==> src/rtl/epwm_params.svh <==
// Purpose: constants for the eight channel pwm timer
// Assumes: byte addresses on an axi4-lite bus, 32-bit data
// Notes:   definitions only
`ifndef EPWM_PARAMS_SVH
`define EPWM_PARAMS_SVH

// register byte offsets
`define EPWM_OFF_SEL    8'h00
`define EPWM_OFF_DUTY   8'h04
`define EPWM_OFF_PHASE  8'h08
`define EPWM_OFF_ROUTE  8'h0c
`define EPWM_OFF_DIV    8'h10
`define EPWM_OFF_DIR    8'h14
`define EPWM_OFF_PDATA  8'h18
`define EPWM_OFF_COUNT  8'h1c

// clock_and_channel_select fields
`define EPWM_SEL_EN     7
`define EPWM_SEL_CHOICE 6
`define EPWM_SEL_ONE    5
`define EPWM_SEL_ZERO   4
`define EPWM_SEL_PICK   3
`define EPWM_SEL_RST    8'h20
`define EPWM_SEL_WMASK  8'hcf

// peripheral_divider_select fields
`define EPWM_DIV_HI     3
`define EPWM_DIV_LO     1

// reset values
`define EPWM_BYTE_RST   8'h00
`define EPWM_DIV_RST    3'h0

// prescaler low-bit masks, tick when all masked bits are ones
`define EPWM_MASK_D2    12'h001
`define EPWM_MASK_D4    12'h003
`define EPWM_MASK_D8    12'h007
`define EPWM_MASK_D16   12'h00f
`define EPWM_MASK_D256  12'h0ff
`define EPWM_MASK_D512  12'h1ff
`define EPWM_MASK_D1K   12'h3ff
`define EPWM_MASK_D4K   12'hfff

// time base layout
`define EPWM_POS_LAST   4'hf
`define EPWM_COUNT_LAST 8'hff

// axi responses
`define EPWM_RESP_OKAY  2'h0
`define EPWM_RESP_SLV   2'h2

`endif

==> src/rtl/epwm_pkg.sv <==
// Purpose: shared types of the eight channel pwm timer
// Assumes: nothing
// Notes:   gray coded clock source
package epwm_pkg;
  typedef enum logic [1:0] {
    EPWM_CLK_OFF    = 2'h0,
    EPWM_CLK_DIRECT = 2'h1,
    EPWM_CLK_DIV    = 2'h3
  } epwm_clk_e;
endpackage : epwm_pkg

==> src/rtl/epwm_top.sv <==
// Purpose: eight channel 8-bit pwm timer with an axi4-lite slave
// Assumes: aclk 10 MHz, synchronous active low aresetn
// Notes:   all outputs registered; one write and one read in flight
//
// Functional notes
// (RULE1) Eight independent pwm outputs come from one shared time base.
// (RULE2) With the clock enable bit at 0 the time base gets no clock.
// (RULE3) Enable 1 and clock choice 0 clocks the time base every cycle.
// (RULE4) Enable and choice 1 divide by 2,4,8,256,512,1024,4096.
// (RULE5) Divider pattern 011 divides the counter clock by 16.
// (RULE6) One resolution step lasts one selected counter clock period.
// (RULE7) A conversion period is exactly 256 resolution steps.
// (RULE8) Each conversion period holds 16 basic pulses.
// (RULE9) Duty runs from 0 in 1/256 steps; 100 percent needs port output.
// (RULE10) Bit 5 of the select register reads 1 and ignores writes.
// (RULE11) Bit 4 of the select register reads 0 and ignores writes.
// (RULE12) Pick values 0 to 7 route the data window to duty word 0 to 7.
// (RULE13) Pick values with bit 3 set leave duty words and outputs alone.
// (RULE14) Software clears the flash gate before reaching the divider.
// (RULE15) Duty upper nibble sets basic pulse width, lower adds pulses.
// (RULE16) A phase bit of 1 inverts the channel output.
// (RULE17) Direction and route bits pick port input, port or pwm output.
//
// The implementer's own choices: the address map and the AXI4-Lite register port.
`timescale 1ns/100ps
`include "epwm_params.svh"
module epwm_top #(
  parameter int ADDR_W = 8,
  parameter int CH_N   = 8
) (
  input  wire logic              aclk,
  input  wire logic              aresetn,
  input  wire logic [ADDR_W-1:0] s_axi_awaddr,
  input  wire logic              s_axi_awvalid,
  output logic                   s_axi_awready,
  input  wire logic [31:0]       s_axi_wdata,
  input  wire logic [3:0]        s_axi_wstrb,
  input  wire logic              s_axi_wvalid,
  output logic                   s_axi_wready,
  output logic [1:0]             s_axi_bresp,
  output logic                   s_axi_bvalid,
  input  wire logic              s_axi_bready,
  input  wire logic [ADDR_W-1:0] s_axi_araddr,
  input  wire logic              s_axi_arvalid,
  output logic                   s_axi_arready,
  output logic [31:0]            s_axi_rdata,
  output logic [1:0]             s_axi_rresp,
  output logic                   s_axi_rvalid,
  input  wire logic              s_axi_rready,
  input  wire logic              flash_register_gate,
  output logic [CH_N-1:0]        modulated_outputs,
  output logic [CH_N-1:0]        modulated_outputs_oe
);
  logic [7:0]        sel_q;
  logic [7:0]        duty_q [CH_N];
  logic [CH_N-1:0]   phase_q;
  logic [CH_N-1:0]   route_q;
  logic [CH_N-1:0]   dir_q;
  logic [CH_N-1:0]   pdata_q;
  logic [2:0]        div_q;
  logic [7:0]        count_q;
  logic [ADDR_W-1:0] awaddr_q;
  logic [31:0]       wdata_q;
  logic [3:0]        wstrb_q;
  logic              aw_have_q;
  logic              w_have_q;
  logic              tick;
  logic [CH_N-1:0]   wave;
  logic [CH_N-1:0]   pin_d;

  function automatic logic hit(input logic [ADDR_W-1:0] a,
                               input logic [7:0] off);
    hit = a == ADDR_W'(off);
  endfunction : hit

  function automatic logic mapped(input logic [ADDR_W-1:0] a);
    mapped = hit(a, `EPWM_OFF_SEL) || hit(a, `EPWM_OFF_DUTY) ||
             hit(a, `EPWM_OFF_PHASE) || hit(a, `EPWM_OFF_ROUTE) ||
             hit(a, `EPWM_OFF_DIV) || hit(a, `EPWM_OFF_DIR) ||
             hit(a, `EPWM_OFF_PDATA) || hit(a, `EPWM_OFF_COUNT);
  endfunction : mapped

  function automatic logic [3:0] rev4(input logic [3:0] v);
    rev4 = {v[0], v[1], v[2], v[3]};
  endfunction : rev4

  // write decode
  wire       do_write = aw_have_q && w_have_q && !s_axi_bvalid;
  wire       wr_en    = do_write && wstrb_q[0];
  wire [7:0] wbyte    = wdata_q[7:0];
  wire       pick_off = sel_q[`EPWM_SEL_PICK];
  wire [2:0] pick_ch  = sel_q[2:0];
  wire       div_open = !flash_register_gate; // RULE14
  wire       wr_sel   = wr_en && hit(awaddr_q, `EPWM_OFF_SEL);
  wire       wr_duty  = wr_en && hit(awaddr_q, `EPWM_OFF_DUTY) &&
                        !pick_off; // RULE13
  wire       wr_phase = wr_en && hit(awaddr_q, `EPWM_OFF_PHASE);
  wire       wr_route = wr_en && hit(awaddr_q, `EPWM_OFF_ROUTE);
  wire       wr_div   = wr_en && hit(awaddr_q, `EPWM_OFF_DIV) &&
                        div_open; // RULE14
  wire       wr_dir   = wr_en && hit(awaddr_q, `EPWM_OFF_DIR);
  wire       wr_pdata = wr_en && hit(awaddr_q, `EPWM_OFF_PDATA);
  wire       wr_ok    = mapped(awaddr_q);

  // read decode; select bit 5 reads one, other reserved and unselected bits read zero
  wire [7:0] sel_rd   = (sel_q & `EPWM_SEL_WMASK) |
                        `EPWM_SEL_RST; // RULE10 RULE11
  wire [7:0] duty_rd  = pick_off ? `EPWM_BYTE_RST :
                        duty_q[pick_ch]; // RULE12
  wire [7:0] div_rd   = div_open ?
                        {4'h0, div_q, 1'b0} : `EPWM_BYTE_RST;
  wire [7:0] rd_byte  =
    hit(s_axi_araddr, `EPWM_OFF_SEL)   ? sel_rd  :
    hit(s_axi_araddr, `EPWM_OFF_DUTY)  ? duty_rd :
    hit(s_axi_araddr, `EPWM_OFF_PHASE) ? phase_q :
    hit(s_axi_araddr, `EPWM_OFF_ROUTE) ? route_q :
    hit(s_axi_araddr, `EPWM_OFF_DIV)   ? div_rd  :
    hit(s_axi_araddr, `EPWM_OFF_DIR)   ? dir_q   :
    hit(s_axi_araddr, `EPWM_OFF_PDATA) ? pdata_q :
    hit(s_axi_araddr, `EPWM_OFF_COUNT) ? count_q : `EPWM_BYTE_RST;

  // write address and data taken in either order
  always_ff @(posedge aclk) begin
    if (!aresetn) begin
      s_axi_awready <= 1'b0;
      s_axi_wready  <= 1'b0;
      aw_have_q     <= 1'b0;
      w_have_q      <= 1'b0;
      awaddr_q      <= '0;
      wdata_q       <= '0;
      wstrb_q       <= '0;
      s_axi_bvalid  <= 1'b0;
      s_axi_bresp   <= `EPWM_RESP_OKAY;
    end else begin
      if (s_axi_awvalid && s_axi_awready) begin
        awaddr_q      <= s_axi_awaddr;
        aw_have_q     <= 1'b1;
        s_axi_awready <= 1'b0;
      end else if (!aw_have_q && !s_axi_bvalid) begin
        s_axi_awready <= 1'b1;
      end
      if (s_axi_wvalid && s_axi_wready) begin
        wdata_q      <= s_axi_wdata;
        wstrb_q      <= s_axi_wstrb;
        w_have_q     <= 1'b1;
        s_axi_wready <= 1'b0;
      end else if (!w_have_q && !s_axi_bvalid) begin
        s_axi_wready <= 1'b1;
      end
      if (do_write) begin
        s_axi_bvalid <= 1'b1;
        s_axi_bresp  <= wr_ok ? `EPWM_RESP_OKAY : `EPWM_RESP_SLV;
      end else if (s_axi_bvalid && s_axi_bready) begin
        s_axi_bvalid <= 1'b0;
        aw_have_q    <= 1'b0;
        w_have_q     <= 1'b0;
      end
    end
  end

  // read: answer on the same edge that takes the address
  always_ff @(posedge aclk) begin
    if (!aresetn) begin
      s_axi_arready <= 1'b0;
      s_axi_rvalid  <= 1'b0;
      s_axi_rdata   <= '0;
      s_axi_rresp   <= `EPWM_RESP_OKAY;
    end else if (s_axi_arvalid && s_axi_arready) begin
      s_axi_arready <= 1'b0;
      s_axi_rvalid  <= 1'b1;
      s_axi_rdata   <= {24'h0, rd_byte};
      s_axi_rresp   <= mapped(s_axi_araddr) ? `EPWM_RESP_OKAY :
                       `EPWM_RESP_SLV;
    end else if (s_axi_rvalid && s_axi_rready) begin
      s_axi_rvalid  <= 1'b0;
    end else if (!s_axi_rvalid) begin
      s_axi_arready <= 1'b1;
    end
  end

  // control registers
  always_ff @(posedge aclk) begin
    if (!aresetn) begin
      sel_q   <= `EPWM_SEL_RST;
      phase_q <= '0;
      route_q <= '0;
      dir_q   <= '0;
      pdata_q <= '0;
      div_q   <= `EPWM_DIV_RST;
    end else begin
      if (wr_sel)   sel_q   <= wbyte & `EPWM_SEL_WMASK; // RULE10 RULE11
      if (wr_phase) phase_q <= wbyte[CH_N-1:0];
      if (wr_route) route_q <= wbyte[CH_N-1:0];
      if (wr_dir)   dir_q   <= wbyte[CH_N-1:0];
      if (wr_pdata) pdata_q <= wbyte[CH_N-1:0];
      if (wr_div)   div_q   <= wbyte[`EPWM_DIV_HI:`EPWM_DIV_LO];
    end
  end

  epwm_prescaler #(
    .PRE_W (12)
  ) u_pre (
    .aclk                   (aclk),
    .aresetn                (aresetn),
    .counter_clock_enable   (sel_q[`EPWM_SEL_EN]),
    .prescaled_clock_choice (sel_q[`EPWM_SEL_CHOICE]),
    .divider_bits           (div_q),
    .tick                   (tick)
  );

  // shared time base: low nibble is position, high nibble pulse number
  always_ff @(posedge aclk) begin
    if (!aresetn) begin
      count_q <= '0;
    end else if (tick) begin
      count_q <= count_q + 8'h1; // RULE1 RULE6 RULE7
    end
  end

  wire [3:0] pos   = count_q[3:0]; // RULE8
  wire [3:0] pulse = count_q[7:4]; // RULE8

  generate
    for (genvar i = 0; i < CH_N; i++) begin : g_ch
      always_ff @(posedge aclk) begin
        if (!aresetn) begin
          duty_q[i] <= `EPWM_BYTE_RST;
        end else if (wr_duty && pick_ch == 3'(i)) begin
          duty_q[i] <= wbyte; // RULE12
        end
      end
      // extra pulse sits in the last step before a basic rising edge
      wire basic = pos < duty_q[i][7:4]; // RULE15
      wire extra = pos == `EPWM_POS_LAST &&
                   rev4(pulse) < duty_q[i][3:0]; // RULE15
      // with phase 0 at most 255 of 256 steps high, so full duty needs the port; phase 1 with duty 0 gives 256
      assign wave[i]  = (basic || extra) ^ phase_q[i]; // RULE9 RULE16
      assign pin_d[i] = !dir_q[i] ? 1'b0 :
                        route_q[i] ? wave[i] : pdata_q[i]; // RULE17
    end
  endgenerate

  always_ff @(posedge aclk) begin
    if (!aresetn) begin
      modulated_outputs    <= '0;
      modulated_outputs_oe <= '0;
    end else begin
      modulated_outputs    <= pin_d; // RULE1
      modulated_outputs_oe <= dir_q; // RULE17
    end
  end
endmodule : epwm_top

==> src/rtl/epwm_prescaler.sv <==
// Purpose: counter clock selection for the time base
// Assumes: one system clock, synchronous active low reset
// Notes:   tick is a one-cycle enable, not a derived clock
`timescale 1ns/100ps
`include "epwm_params.svh"
module epwm_prescaler #(
  parameter int PRE_W = 12
) (
  input  wire logic       aclk,
  input  wire logic       aresetn,
  input  wire logic       counter_clock_enable,
  input  wire logic       prescaled_clock_choice,
  input  wire logic [2:0] divider_bits,
  output logic            tick
);
  epwm_pkg::epwm_clk_e src;
  logic [PRE_W-1:0]    div_cnt_q;
  logic [PRE_W-1:0]    mask;

  function automatic logic [PRE_W-1:0] div_mask(input logic [2:0] d);
    case (d)
      3'h0:    div_mask = PRE_W'(`EPWM_MASK_D2);
      3'h1:    div_mask = PRE_W'(`EPWM_MASK_D4);
      3'h2:    div_mask = PRE_W'(`EPWM_MASK_D8);
      3'h3:    div_mask = PRE_W'(`EPWM_MASK_D16); // RULE5
      3'h4:    div_mask = PRE_W'(`EPWM_MASK_D256);
      3'h5:    div_mask = PRE_W'(`EPWM_MASK_D512);
      3'h6:    div_mask = PRE_W'(`EPWM_MASK_D1K);
      default: div_mask = PRE_W'(`EPWM_MASK_D4K);
    endcase
  endfunction : div_mask

  assign src  = !counter_clock_enable ? epwm_pkg::EPWM_CLK_OFF : // RULE2
                !prescaled_clock_choice ? epwm_pkg::EPWM_CLK_DIRECT :
                epwm_pkg::EPWM_CLK_DIV;
  assign mask = div_mask(divider_bits); // RULE4

  // counter restarts while stopped so the first tick is a full period
  always_ff @(posedge aclk) begin
    if (!aresetn || src == epwm_pkg::EPWM_CLK_OFF) begin
      div_cnt_q <= '0;
    end else begin
      div_cnt_q <= div_cnt_q + PRE_W'(1);
    end
  end

  always_comb begin
    case (src)
      epwm_pkg::EPWM_CLK_OFF:    tick = 1'b0; // RULE2
      epwm_pkg::EPWM_CLK_DIRECT: tick = 1'b1; // RULE3
      epwm_pkg::EPWM_CLK_DIV:    tick = (div_cnt_q & mask) == mask; // RULE4
      default:                   tick = 1'b0;
    endcase
  end

  wire div2_run = counter_clock_enable && prescaled_clock_choice &&
                  divider_bits == 3'h0;
endmodule : epwm_prescaler

==> config.mk <==
export PLATFORM = sky130hd
export DESIGN_NAME = epwm_top
export DESIGN_NICKNAME = d
export VERILOG_FILES = /design/src/rtl/epwm_pkg.sv /design/src/rtl/epwm_top.sv /design/src/rtl/epwm_prescaler.sv
export VERILOG_INCLUDE_DIRS = /design/src /design/src/rtl
export SDC_FILE = /design/constraint.sdc
export NUM_CORES = 1
export LEC_CHECK = 0
export BUFFER_PORTS_ARGS = -buffer_cell sky130_fd_sc_hd__buf_2
export CAP_MARGIN = 30
export CORE_MARGIN = 2
export CORE_UTILIZATION = 58
export CTS_CLUSTER_SIZE = 10
export DETAILED_ROUTE_END_ITERATION = 8
export GPL_ROUTABILITY_DRIVEN = 0
export PLACE_DENSITY = 0.8
export SYNTH_ARGS = -nofsm -noshare
export SYNTH_HDL_FRONTEND = slang
export SYNTH_SLANG_ARGS = --single-unit
==> constraint.sdc <==
create_clock -name aclk -period 3.5 [get_ports aclk]
set_input_delay 0.35 -clock aclk [delete_from_list [all_inputs] [get_ports aclk]]
set_output_delay 0.35 -clock aclk [all_outputs]
set_load 0.005 [all_outputs]
==> impl_metrics.env <==
export IMPL_final_period_minus_worst_setup_slack_ns=3.20
export IMPL_final_util_pct=64.9
export IMPL_grt_first_pass_wirelength_um=36500
export IMPL_grt_ovfl_total=0
export IMPL_required_ns=3.57
export IMPL_reg2regPathDepth=5
export IMPL_yosysWarnings=0
export IMPL_ant_nets=0
export IMPL_dp_hpwl_um=17200
export IMPL_n_antenna_cell=0
export IMPL_source_of_the_critical_timing_path="s_axi_bvalid"
export IMPL_drive_above_1_share_pct=12.9
export IMPL_num_io_pins=117
export IMPL_clk_pin_slew_worst_paths_ns=0.06
export IMPL_fin_skew_ns=0.00997
export IMPL_h_tree_depth=4
export IMPL_cts_setup_buffers=0
export IMPL_synth_yosys_seq_area_share_pct=45.5
export IMPL_run_status="finished clean"
export IMPL_port_buffers=63
export IMPL_tightest_slew_ns=1.03
export IMPL_number_of_nets_at_the_end_of_the_flow=1126
export IMPL_ys_top_cells_by_count="125 x nor2_1, 114 x dfxtp_1, 104 x nand2_1"
export IMPL_die_area_um2=17000
export IMPL_post_route_worst_setup_slack_ns=0.300
export IMPL_initial_standard_cell_utilization_of_the_core_pct=58.8
export IMPL_vertical_extent_of_the_die_um=130
export IMPL_asyncSetResetFlopFracSynth_pct=0
export IMPL_crit_path_launch_type="register"
export IMPL_synthCells=972
export IMPL_report_final_slew_viol_count=0
export IMPL_netlist_top_cells_area="dfxtp_1 25%, edfxtp_1 21%, ha_1 6.8%"
export IMPL_clock_root_buffer_master="clkbuf_16"
export IMPL_setup_viol=0
export IMPL_synth_top_cell_by_area="dfxtp_1"
export IMPL_cts_buf_count=17
export IMPL_postRouteWirelength_um=23400
export IMPL_power_leakage_nw=3.95
export IMPL_crit_path_cell_trace="and3b_1, nand4_1, nor3_1, or3b_1, o21ai_1"
export IMPL_syn_avg_cell_area_um2=9.51
export IMPL_rows=46
export IMPL_clock_sinks=178
export IMPL_pin_count_of_the_biggest_net_entering_global_routing=59
export IMPL_critPathMaxStageDelay_ns=0.65
export IMPL_vias=7342
export IMPL_grt_antenna_before_repair=0
export IMPL_initialDrtViolationCount=782
export IMPL_finalSetupTns_ns=0
export IMPL_grt_setup_unrepaired="no"
export IMPL_grt_pass1_vias=6778
export IMPL_timing_fmax_mhz=312
export IMPL_timing_hold_violations_final=0
export IMPL_core_um2=15700
export IMPL_cp_end_kind="register"
export IMPL_clock_tree_from_tritoncts="built"
export IMPL_cell_type_of_the_slowest_stage_on_the_worst_timing_path="or3b_1"
export IMPL_regToRegStartpoint="s_axi_bvalid"
export IMPL_number_of_max_cap_violations=0
export IMPL_cts_resized_gates=0
export IMPL_drt_drc_violations_left=0
export IMPL_grt_use_total_pct=28.7
export IMPL_worstSetupPathType="reg -> reg"
export IMPL_die_width_um=130
export IMPL_route_detailed_vias_per_inst=5.90
export IMPL_synth_top_area_share_pct=24.7
export IMPL_holdCritPathClass="in -> reg"
export IMPL_clkLatencyLatePin_ns=0.43
export IMPL_slew_headroom_pct=30.7
export IMPL_place_worst_setup_slack_ns=0.339
export IMPL_holdPathStages=3
export IMPL_ctsLongestPathBuffers=2
export IMPL_yosysMostFrequentCell="nor2_1"
export IMPL_layout_worst_path_cycle_share_pct=91.4
export IMPL_min_from="s_axi_wdata[6]"
export IMPL_area_delta_synth_final_pct=10.2
export IMPL_synth_seq_cells=178
export IMPL_routed_wire_length_per_instance_um=18.8
export IMPL_timing_critical_path_fanout_max=18
export IMPL_most_common_flop_cell_mapped_by_yosys="dfxtp_1"
export IMPL_post_synth_num_cell_types=62
export IMPL_p_per_area_nw_per_um2=425
export IMPL_syn_cell_area_um2=9250
export IMPL_cts_hold_buffers_added=0
export IMPL_first_pass_drt_iterations=5
export IMPL_cp_data_arrival_time_ns=3.27
export IMPL_synth_enable_flop_cells=64
export IMPL_vdd_drop_max_v=0.000499
==> layer usage <==
metal	share of wire [%]	global-route usage, %
met5	0	0
met1	42	39.2
met3	8.7	7.09
met4	3.1	10.6
met2	46	44.7
==> final timing paths <==
check	to	slack, ns
setup reg to reg	duty_q[0][0]	0.30
setup / recovery	duty_q[0][0]	0.30
hold / removal	wdata_q[6]	0.16
hold reg to reg	awaddr_q[6]	0.46
==> worst max-delay path: cells and delay by family (launching register included) <==
kind | cells | cell delay, ns
DFF | 1 | 0.35
AOI/OAI and AO/OA | 1 | 0.65
and+or+nand+nor | 4 | 1.83
==> cell families (layout without fill, tap and decap cells) <==
family | count (synthesis) | count (layout) | share of synthesized area [%]
compound gates | 172 | 172 | 12.3
xor+xnor | 9 | 9 | 0.853
fa+ha+maj | 50 | 50 | 6.77
buf+inv | 145 | 177 | 7.06
flops | 178 | 178 | 45.5
mux | 72 | 72 | 10.2
other cells | 1 | 26 | 0.0406
simple gates | 345 | 345 | 17.3
==> layout make-up <==
class,count,area (um^2)
clock buffers,23,468
multi-input cells,674,4480
clock inverters,9,108
fillers,1277,5520
well taps,216,270
repair buffers,72,387
flip-flops and latches,178,4200
inverters,73,274
==> registers in the layout, indices dropped and copies added (netlist names), named ones only <==
signal	count
aw_have_q	1
awaddr_q	8
count_q	8
dir_q	8
div_q	3
duty_q	64
modulated_outputs	8
modulated_outputs_oe	8
pdata_q	8
phase_q	8
route_q	8
s_axi_arready	1
s_axi_awready	1
s_axi_bresp	1
s_axi_bvalid	1
s_axi_rdata	8
s_axi_rresp	1
s_axi_rvalid	1
s_axi_wready	1
sel_q	6
u_pre.div_cnt_q	12
w_have_q	1
wdata_q	8
wstrb_q	1
==> per-stage QoR <==
stage               hold WS, ns  cells  power (W)  cell area [um^2]
floorplan                 0.428    997    0.00243              9340
global placement          0.441   1212    0.00249              9610
detailed placement        0.455   1212    0.00250              9610
CTS                       0.153   1244    0.00434             10200
global route              0.160   1245    0.00446             10200
finish                    0.164   1245    0.00433             10200
==> report_power, final <==
| part | total (W) | internal [W] | switching, W |
|---|---|---|---|
| registers | 0.00224 | 0.00218 | 0.0000543 |
| clock network | 0.00187 | 0.00109 | 0.000782 |
| logic | 0.000225 | 0.0000782 | 0.000147 |
| total | 0.00433 | 0.00335 | 0.000983 |
==> layout by cell type (no fill, tap or decap), drive strengths merged, types with 6 or more instances in the layout <==
master	count
nand3	19
dfxtp	114
a311o	13
and3	16
ha	50
o21ai	46
edfxtp	64
buf	72
nand4	7
mux2	7
nor3	16
mux4	17
inv	74
nand2	104
clkinv	6
xor2	6
mux2i	48
clkbuf	23
nand2b	28
nor2	125
a2111oi	10
o21bai	9
a211oi	19
conb	26
a21oi	44
Power figures use the tool's default switching activity.
